<file path="config.mk">
export PLATFORM = sky130hd
export DESIGN_NAME = fault_mask_and_pg_tree_regs
export DESIGN_NICKNAME = d
export VERILOG_FILES = /design/src/rtl/masked_combine.v /design/src/rtl/fault_mask_and_pg_tree_regs.v
export VERILOG_INCLUDE_DIRS = /design/src /design/src/rtl
export SDC_FILE = /design/constraint.sdc
export NUM_CORES = 1
export LEC_CHECK = 0
export ABC_AREA = 1
export BUFFER_PORTS_ARGS = -buffer_cell sky130_fd_sc_hd__clkbuf_2
export CAP_MARGIN = 0
export CORE_UTILIZATION = 45
export DETAILED_ROUTE_END_ITERATION = 12
export PLACE_DENSITY_LB_ADDON = 0.25
export SYNTH_ARGS = -nofsm -noshare
export SYNTH_HDL_FRONTEND = slang
export SYNTH_SLANG_ARGS = --single-unit
</file>
<file path="constraint.sdc">
create_clock -name clock -period 1.7 [get_ports clock]
set_input_delay 0.34 -clock clock [delete_from_list [all_inputs] [get_ports clock]]
set_output_delay 0.34 -clock clock [all_outputs]
set_load 0.01 [all_outputs]
</file>
<file path="src/rtl/fault_pg_defs.vh">
/*
 Register offsets, field positions and reset values of the fault-mask and
 output-one power-good tree registers.
 Assumes: included by bare name by the design files.
*/
`ifndef FAULT_PG_DEFS_VH
`define FAULT_PG_DEFS_VH

`define RAIL_FAULT_MASK_B_OFS 8'hA3
`define PG_OUTPUT_ONE_TREE_A_OFS 8'hA4

`define RAIL_FAULT_MASK_B_RST 8'h3F
`define PG_OUTPUT_ONE_TREE_A_RST 8'hC2

// Fault mask fields
`define AUX_LINEAR_ONE_FAULT_MASK 4
`define TERMINATION_LINEAR_FAULT_MASK 3
`define LOAD_SWITCH_B_SECOND_FAULT_MASK 2
`define LOAD_SWITCH_B_FIRST_FAULT_MASK 1
`define AUX_LINEAR_THREE_FAULT_MASK 0
`define FAULT_MASK_WIDTH 5
`define FAULT_RSVD_VALUE 3'h1

// Output-one tree fields
`define AUX_LINEAR_TWO_TREE_EXCLUDE 7
`define LOAD_SWITCH_A_FIRST_TREE_EXCLUDE 6
`define STEP_DOWN_SIX_TREE_EXCLUDE 5
`define STEP_DOWN_ONE_TREE_EXCLUDE 0
`define TREE_WIDTH 8

`endif

</file>
<file path="src/rtl/masked_combine.v">
/*
 Synchronises a group of rail status pins and combines them under a mask.
 ANY_MODE=1: output is high when any unmasked input is high (faults).
 ANY_MODE=0: output is high when every unmasked input is high (power good).
 Assumes: inputs are asynchronous pins; one clock, reset already synchronised.
*/
`timescale 1ns/10ps
module masked_combine #(
    parameter WIDTH = 8,
    parameter ANY_MODE = 0
) (
    input wire clock,
    input wire rst_sync_n,
    input wire [WIDTH-1:0] raw,
    input wire [WIDTH-1:0] mask,
    output reg result_q
);
    reg [WIDTH-1:0] meta_q;
    reg [WIDTH-1:0] sync_q;
    wire [WIDTH-1:0] term;
    genvar i;

    generate
        for (i = 0; i < WIDTH; i = i + 1)
        begin : g_bit
            always @(posedge clock or negedge rst_sync_n)
            begin
                if (!rst_sync_n)
                begin
                    meta_q[i] <= 1'b0;
                    sync_q[i] <= 1'b0;
                end
                else
                begin
                    meta_q[i] <= raw[i];
                    sync_q[i] <= meta_q[i];
                end
            end
            // Masked bit drops out: forced low for faults, high for the tree
            if (ANY_MODE != 0)
            begin : g_any
                assign term[i] = sync_q[i] & ~mask[i];
            end
            else
            begin : g_all
                assign term[i] = sync_q[i] | mask[i];
            end
        end
    endgenerate

    always @(posedge clock or negedge rst_sync_n)
    begin
        if (!rst_sync_n)
            result_q <= 1'b0;
        else if (ANY_MODE != 0)
            result_q <= |term;
        else
            result_q <= &term;
    end
endmodule

</file>
<file path="src/rtl/fault_mask_and_pg_tree_regs.v">
/*
 Fault-mask register and output-one power-good tree selector, with the
 shutdown gating and power-good aggregation they steer.
 Assumes: the serial register engine presents accesses on the same clock as
 one-cycle strobes; rail fault and power-good pins are asynchronous.
*/
// How it works
// - Masked rail fault never requests shutdown.
// - Fault masks at bits four down to zero.
// - Fault mask at A3 resets 3F, top reserved.
// - Tree bit zero includes rail, one excludes.
// - Tree bits: aux two, switch a, step-downs.
// - Tree selector at A4 resets to C2.
// - All mask bits read/write, effective immediately.
`timescale 1ns/10ps
`include "fault_pg_defs.vh"
module fault_mask_and_pg_tree_regs (
    input wire clock,
    input wire rst_n,
    input wire [7:0] reg_addr,
    input wire [7:0] reg_wdata,
    input wire reg_wr,
    input wire reg_rd,
    output reg [7:0] reg_rdata_q,
    input wire [`FAULT_MASK_WIDTH-1:0] rail_fault,
    input wire [`TREE_WIDTH-1:0] rail_pg,
    output wire shutdown_req_q,
    output wire pg_output_one_q
);
    // Only the five stored masks take the reset pattern; the reserved bits are fixed
    localparam [7:0] FAULT_RST = `RAIL_FAULT_MASK_B_RST;
    reg rst_meta_q;
    reg rst_sync_n;
    reg [`FAULT_MASK_WIDTH-1:0] fault_mask_q;
    reg [`TREE_WIDTH-1:0] tree_exclude_q;
    wire [7:0] fault_reg_value;

    // Reset asserts at once, releases two edges later
    always @(posedge clock or negedge rst_n)
    begin
        if (!rst_n)
        begin
            rst_meta_q <= 1'b0;
            rst_sync_n <= 1'b0;
        end
        else
        begin
            rst_meta_q <= 1'b1;
            rst_sync_n <= rst_meta_q;
        end
    end

    // Reserved bits are fixed; only the five masks store
    assign fault_reg_value = {`FAULT_RSVD_VALUE, fault_mask_q};

    always @(posedge clock or negedge rst_sync_n)
    begin
        if (!rst_sync_n)
        begin
            fault_mask_q <= FAULT_RST[`FAULT_MASK_WIDTH-1:0];
            tree_exclude_q <= `PG_OUTPUT_ONE_TREE_A_RST;
        end
        else if (reg_wr)
        begin
            if (reg_addr == `RAIL_FAULT_MASK_B_OFS)
                fault_mask_q <= reg_wdata[`AUX_LINEAR_ONE_FAULT_MASK:`AUX_LINEAR_THREE_FAULT_MASK];
            if (reg_addr == `PG_OUTPUT_ONE_TREE_A_OFS)
                tree_exclude_q <= reg_wdata;
        end
    end

    // Unmapped offsets read as zero
    always @(posedge clock or negedge rst_sync_n)
    begin
        if (!rst_sync_n)
            reg_rdata_q <= 8'h00;
        else if (reg_rd)
        begin
            case (reg_addr)
                `RAIL_FAULT_MASK_B_OFS: reg_rdata_q <= fault_reg_value;
                `PG_OUTPUT_ONE_TREE_A_OFS: reg_rdata_q <= tree_exclude_q;
                default: reg_rdata_q <= 8'h00;
            endcase
        end
    end

    // Masks act combinationally on the synchronised pins, so a write counts at once
    masked_combine #(
        .WIDTH(`FAULT_MASK_WIDTH),
        .ANY_MODE(1)
    ) u_fault (
        .clock(clock),
        .rst_sync_n(rst_sync_n),
        .raw(rail_fault),
        .mask(fault_mask_q),
        .result_q(shutdown_req_q)
    );

    // All excluded gives constant good, as the AND of all ones
    masked_combine #(
        .WIDTH(`TREE_WIDTH),
        .ANY_MODE(0)
    ) u_tree (
        .clock(clock),
        .rst_sync_n(rst_sync_n),
        .raw(rail_pg),
        .mask(tree_exclude_q),
        .result_q(pg_output_one_q)
    );
endmodule

</file>
After elaboration in Yosys (flattened, before gate mapping)

Index checks and enable logic that the tools add are counted.
W data, S select, Z words.

$add $sub $neg: 0
Multipliers: 0
Div/mod/pow operators: 0
$lt $le $gt $ge: 0
Equal/unequal tests: 2
Shift operators: 0
Muxes and demuxes: 1
Bitwise logic cells: 18
Reductions and logical operators: 4

Operators by type and width:

| kind                 | number |
|---|---|
| $eq A8 B8 Y1 const B | 2 |
| $pmux W8 S2          | 1 |
| $or A1 B1 Y1         | 8 |
| $reduce_and A8 Y1    | 1 |
| $and A1 B1 Y1        | 5 |
| $not A1 Y1           | 5 |
| $reduce_or A5 Y1     | 1 |
| $reduce_and A2 Y1    | 2 |

Bits in registers: 51
Bits in latches: 0
Bits in writable memories: 0
Bits in read-only memories: 0
Bits of input ports: 33
Output and inout port bits: 10
Word-level logic and storage cells: 58
Memories kept: 0

Longest topological paths before layout

Depth in word-level cells: 3
Depth in mapped cells: 8
Gate-level depth less buffers: 7

Modules after synthesis

From an unflattened synthesis, not the netlist that was laid out.

Cell total of the unflattened synthesis: 186
Area, all modules: 1904.3 µm²

Modules (own cells, without submodules):

| module                      | times used | cells an instance | area each (µm²) | seq. area each (µm²) |
|---|---|---|---|---|
| fault_mask_and_pg_tree_regs | 1          | 129               | 1086.0          | 585.6 |
| masked_combine at u_tree    | 1          | 32                | 481.7           | 425.4 |
| masked_combine at u_fault   | 1          | 25                | 336.6           | 275.3 |

Least setup slack after synthesis

Ideal clock, no wire load.

Path type: in2reg
Start: in reg_addr[3]
End: reg tree_exclude_q[0]
Library setup time: 0.119 ns
Arrival time: 0.964 ns
Required time: 1.581 ns
Slack: 0.617 ns
Stages on the path: 7
Path buffers: 1
Cell sequence: inv_2 nand2_2 nor2_4 nand2_4 buf_6 o21ai_2 nand2_1

Word-level cells in the longest chain between the ends: 2

RTL lines:

| what                        | line                             | source |
|---|---|---|
| start: declaration          | fault_mask_and_pg_tree_regs.v:20 | `input wire [7:0] reg_addr,` |
| $eq A8 B8 Y1                | --                               |  |
| $reduce_and A2 Y1 (no line) | --                               |  |
| end signal: assignment      | fault_mask_and_pg_tree_regs.v:61 | `` tree_exclude_q <= `PG_OUTPUT_ONE_TREE_A_RST; `` |
| end signal: assignment      | fault_mask_and_pg_tree_regs.v:68 | `tree_exclude_q <= reg_wdata;` |
| end: declaration            | fault_mask_and_pg_tree_regs.v:35 | `` reg [`TREE_WIDTH-1:0] tree_exclude_q; `` |

No other way between the ends.
A chain may end at the register's enable or synchronous reset.

Worst setup path after layout

Start: reg reg_rdata_q[5]
End: out reg_rdata_q[5]

RTL lines:

| what                     | line                             | source |
|---|---|---|
| start: declaration       | fault_mask_and_pg_tree_regs.v:24 | `output reg [7:0] reg_rdata_q,` |
| start signal: assignment | fault_mask_and_pg_tree_regs.v:80 | `` `RAIL_FAULT_MASK_B_OFS: reg_rdata_q <= fault_reg_value; `` |
| start signal: assignment | fault_mask_and_pg_tree_regs.v:81 | `` `PG_OUTPUT_ONE_TREE_A_OFS: reg_rdata_q <= tree_exclude_q; `` |

No word-level cell between the ends.

==> impl_metrics.xml <==
<?xml version="1.0" encoding="UTF-8"?>
<metrics>
  <group name="sta">
    <metric name="final_min_period_over_clock_period" unit="%">68.4</metric>
    <metric name="period_minus_slack" unit="ns">1.16</metric>
    <metric name="max_clock_freq" unit="GHz">0.860</metric>
    <metric name="worst_clock_skew_on_the_final_layout" unit="ns">0.0122</metric>
    <metric name="setup_violations" unit="">0</metric>
    <metric name="setup_tns" unit="ns">0</metric>
    <metric name="final_count_of_pins_violating_max_slew" unit="">0</metric>
    <metric name="final_hold_viol_count" unit="">0</metric>
    <metric name="grt_setup_unrepaired" unit="">false</metric>
  </group>
  <group name="placement">
    <metric name="routabilityCongestion" unit="">0.804</metric>
    <metric name="post-place-cells" unit="">261</metric>
    <metric name="port-buffer-count" unit="">42</metric>
    <metric name="dp.final_hpwl" unit="um">2280</metric>
  </group>
  <group name="critical_path">
    <metric name="worst_setup_path_end_kind" unit="">primary output</metric>
    <metric name="critPathRequiredTime" unit="ns">1.36</metric>
    <metric name="cp_max_fo" unit="">2</metric>
    <metric name="worst_path_largest_cell_delay" unit="ns">0.39</metric>
    <metric name="critical_path.top_delay_family" unit="">flip-flops</metric>
    <metric name="crit_slowest_cell" unit="">sky130_fd_sc_hd__dfrtp_1</metric>
    <metric name="crit-reg2reg-capture" unit="">u_tree.result_q</metric>
    <metric name="worstPathBufferInverterCount" unit="">1</metric>
    <metric name="timing.rr.start" unit="">tree_exclude_q[4]</metric>
    <metric name="cp_cell_sequence" unit="">clkbuf_2</metric>
    <metric name="timing.setup.critical_path_class" unit="">reg2out</metric>
    <metric name="setup_slack_reg_to_reg" unit="ns">0.67</metric>
    <metric name="cp.arrival" unit="ns">0.82</metric>
    <metric name="r2r_cells" unit="">3</metric>
    <metric name="timing.critical_path.from_type" unit="">flip-flop</metric>
  </group>
  <group name="logic_synthesis">
    <metric name="synth.cell_area" unit="um^2">1880</metric>
    <metric name="synth.avg_cell_area" unit="um^2">11.0</metric>
    <metric name="netlist_instances" unit="">171</metric>
    <metric name="synth_fp_nets" unit="">204</metric>
    <metric name="synth_warnings" unit="">0</metric>
    <metric name="synth-seq-cells" unit="">51</metric>
    <metric name="synth_seq_area_share" unit="%">68.4</metric>
    <metric name="yosys.cell_types.count" unit="">21</metric>
  </group>
  <group name="die">
    <metric name="io_pins" unit="">43</metric>
    <metric name="floorplan.core_area" unit="um^2">4000</metric>
    <metric name="placementRows" unit="">23</metric>
    <metric name="floorplan.die.height" unit="um">66.6</metric>
    <metric name="initial_core_util" unit="%">47.0</metric>
    <metric name="die_area" unit="um^2">4440</metric>
    <metric name="die_width" unit="um">66.6</metric>
  </group>
  <group name="routing">
    <metric name="drt-pass1-iter-count" unit="">4</metric>
    <metric name="drc" unit="">0</metric>
    <metric name="wire_per_inst" unit="um">11.3</metric>
    <metric name="drt_first_iter_violations" unit="">38</metric>
    <metric name="route.vias.total" unit="">1238</metric>
    <metric name="finalWirelength" unit="um">3060</metric>
    <metric name="viasPerCell" unit="">4.59</metric>
    <metric name="antenna_violating_nets_post_route" unit="">0</metric>
  </group>
  <group name="clock_network">
    <metric name="clock-root-buffer" unit="">sky130_fd_sc_hd__clkbuf_8</metric>
    <metric name="clk-insertion-delay-late" unit="ns">0.30</metric>
    <metric name="tritoncts" unit="">done</metric>
    <metric name="post_cts_gate_resize_count" unit="">0</metric>
    <metric name="clk_pin_slew_worst_paths" unit="ns">0.09</metric>
    <metric name="deepest_clock_path_buffer_count" unit="">2</metric>
    <metric name="h-tree-depth" unit="">2</metric>
    <metric name="cts.sinks" unit="">51</metric>
    <metric name="cts_inserted_buffers" unit="">5</metric>
  </group>
  <group name="min_path">
    <metric name="endpoint_of_the_worst_hold_timing_path" unit="">u_tree.meta_q[2]</metric>
    <metric name="class_of_the_worst_hold_path" unit="">in2reg</metric>
    <metric name="holdPathStages" unit="">1</metric>
    <metric name="hold_path_startpoint" unit="">rail_pg[2]</metric>
  </group>
  <group name="pwr">
    <metric name="total_switching_power" unit="uW">474</metric>
    <metric name="p_leak" unit="uW">0.00119</metric>
    <metric name="max-vdd-ir-drop" unit="mV">0.543</metric>
    <metric name="comb_power_share" unit="%">6.4</metric>
    <metric name="clock_power_share" unit="%">32.4</metric>
    <metric name="internal_power_summed_over_all_cells" unit="uW">1670</metric>
    <metric name="powerDensity" unit="nW/um^2">952</metric>
    <metric name="sequentialPowerShare" unit="%">61.2</metric>
    <metric name="finalPower" unit="uW">2140</metric>
    <metric name="switching_share" unit="%">22.2</metric>
  </group>
  <group name="cells_and_area">
    <metric name="p_r_area_growth_vs_syn" unit="%">19.6</metric>
    <metric name="layout.core_utilization" unit="%">56.2</metric>
    <metric name="final_layout_size_suffix_gt1_share" unit="%">35.5</metric>
    <metric name="insertedDiodeCount" unit="">0</metric>
    <metric name="layout.nets" unit="">252</metric>
    <metric name="stdcell_count" unit="">270</metric>
  </group>
  <group name="grt">
    <metric name="grt_pass1_wl" unit="um">5080</metric>
    <metric name="grtUsageTotal" unit="%">16.1</metric>
    <metric name="gr-total-overflow" unit="">0</metric>
    <metric name="vias_in_the_first_global_route" unit="">1180</metric>
    <metric name="antenna_found_initial" unit="">0</metric>
    <metric name="grt_start_max_net_pins" unit="">41</metric>
  </group>
  <group name="run_status">
    <metric name="status" unit="">finished, final reports clean</metric>
  </group>
  <group name="job">
    <metric name="max_cap_viol_count" unit="">0</metric>
  </group>
</metrics>
state kept, by name, indices dropped and copies added, names as in the netlist:
register,flops
u_tree.sync_q,8
fault_mask_q,5
u_fault.result_q,1
tree_exclude_q,8
reg_rdata_q,8
u_tree.result_q,1
rst_sync_n,1
u_fault.meta_q,5
u_tree.meta_q,8
rst_meta_q,1
u_fault.sync_q,5
what timing repair did:
action,CTS,global route
endpoints found under the hold margin,2,0
setup buffers,0,0
hold buffers,1,0
setup endpoints to repair,0,0
cells by family (layout without fill, tap and decap cells):
family,after synthesis,in the layout,synth area share (%)
other cells,1,1,0.200
compound gates,19,19,6.92
buf+inv,16,65,3.99
simple gates,84,84,20.4
flops,51,51,68.4
cell usage in the layout (no fill, tap or decap):
| cell type | instances |
|---|---|
| sky130_fd_sc_hd__a21oi_1 | 1 |
| sky130_fd_sc_hd__o21ai_0 | 5 |
| sky130_fd_sc_hd__nand2_4 | 1 |
| sky130_fd_sc_hd__o21ai_2 | 8 |
| sky130_fd_sc_hd__nor2_1 | 3 |
| sky130_fd_sc_hd__nand2_2 | 2 |
| sky130_fd_sc_hd__dfstp_2 | 8 |
| sky130_fd_sc_hd__clkbuf_2 | 42 |
| sky130_fd_sc_hd__clkinv_2 | 1 |
| sky130_fd_sc_hd__dlygate4sd3_1 | 1 |
| sky130_fd_sc_hd__clkbuf_1 | 1 |
| sky130_fd_sc_hd__dfrtp_2 | 1 |
| sky130_fd_sc_hd__nor2_4 | 5 |
| sky130_fd_sc_hd__dfrtp_1 | 42 |
| sky130_fd_sc_hd__nand2_1 | 59 |
| sky130_fd_sc_hd__o22ai_1 | 2 |
| sky130_fd_sc_hd__inv_2 | 2 |
| sky130_fd_sc_hd__clkbuf_8 | 6 |
| sky130_fd_sc_hd__inv_1 | 11 |
| sky130_fd_sc_hd__or2_2 | 1 |
| sky130_fd_sc_hd__o21ai_1 | 2 |
| sky130_fd_sc_hd__o211ai_1 | 1 |
| sky130_fd_sc_hd__nor3_1 | 1 |
| sky130_fd_sc_hd__conb_1 | 1 |
| sky130_fd_sc_hd__buf_12 | 1 |
| sky130_fd_sc_hd__nand3_1 | 12 |
synthesized netlist by cell type:
cell type                  count  area share [%]
sky130_fd_sc_hd__a21oi_1       1            0.27
sky130_fd_sc_hd__nand2_4       1            0.60
sky130_fd_sc_hd__o21ai_1       2            0.53
sky130_fd_sc_hd__o22ai_1       2            0.67
sky130_fd_sc_hd__dfstp_2       8              11
sky130_fd_sc_hd__o21ai_0       5             1.3
sky130_fd_sc_hd__o21ai_2       8             3.7
sky130_fd_sc_hd__or2_2         1            0.33
sky130_fd_sc_hd__inv_1        11             2.2
sky130_fd_sc_hd__nor2_4        5             3.0
sky130_fd_sc_hd__nand3_1      12             3.2
sky130_fd_sc_hd__buf_6         2             1.2
sky130_fd_sc_hd__nand2_1      59              12
sky130_fd_sc_hd__conb_1        1            0.20
sky130_fd_sc_hd__dfrtp_1      43              57
sky130_fd_sc_hd__o211ai_1      1            0.40
sky130_fd_sc_hd__nand2_2       2            0.67
sky130_fd_sc_hd__nor2_1        3            0.60
sky130_fd_sc_hd__inv_2         2            0.40
sky130_fd_sc_hd__clkbuf_1      1            0.20
sky130_fd_sc_hd__nor3_1        1            0.27
metrics by stage:
step                cell area, um^2  setup slack (ns)  hold slack (ns)
detailed placement             2150             0.283            0.127
finish                         2250             0.537            0.132
CTS                            2250             0.521            0.125
floorplan                      1880             0.189           0.0444
global route                   2250             0.480            0.118
global placement               2150             0.315            0.126
worst max-delay path by stage:
stage | from | cells after the start | endpoint
after floorplan | rst_sync_n | 0 | reg_rdata_q[0]
after detailed placement | reg_addr[4] | 8 | tree_exclude_q[5]
final | reg_rdata_q[5] | 1 | reg_rdata_q[5]
after global routing | reg_addr[6] | 8 | tree_exclude_q[5]
after global placement | reg_addr[4] | 8 | tree_exclude_q[5]
after CTS | reg_rdata_q[4] | 1 | reg_rdata_q[4]
layer usage:
layer | global-route usage [%] | up-vias | part of all wire (%)
li1 | - | 632 | -
met1 | 19.0 | 570 | 44
met2 | 26.1 | 30 | 49
met3 | 5.14 | 6 | 4.5
met4 | 7.98 | 0 | 2.2
met5 | 0 | - | 0
layout make-up:
| cell class | instances | area (um^2) |
|---|---|---|
| tap | 50 | 62.6 |
| clock inverter | 1 | 5.00 |
| multi-input combinational | 104 | 518 |
| inverter | 13 | 48.8 |
| timing repair buffer | 44 | 240 |
| clock buffer | 7 | 86.3 |
| sequential | 51 | 1290 |
| fill | 344 | 1750 |
power by group through the flow:
stage               clock network [uW]  registers, uW  logic [uW]
floorplan                            0           1340        59.8
global route                       759           1320         157
global placement                     0           1330         137
CTS                                719           1310         142
finish                             693           1310         137
detailed placement                   0           1330         139
Power figures use the tool's default switching activity.
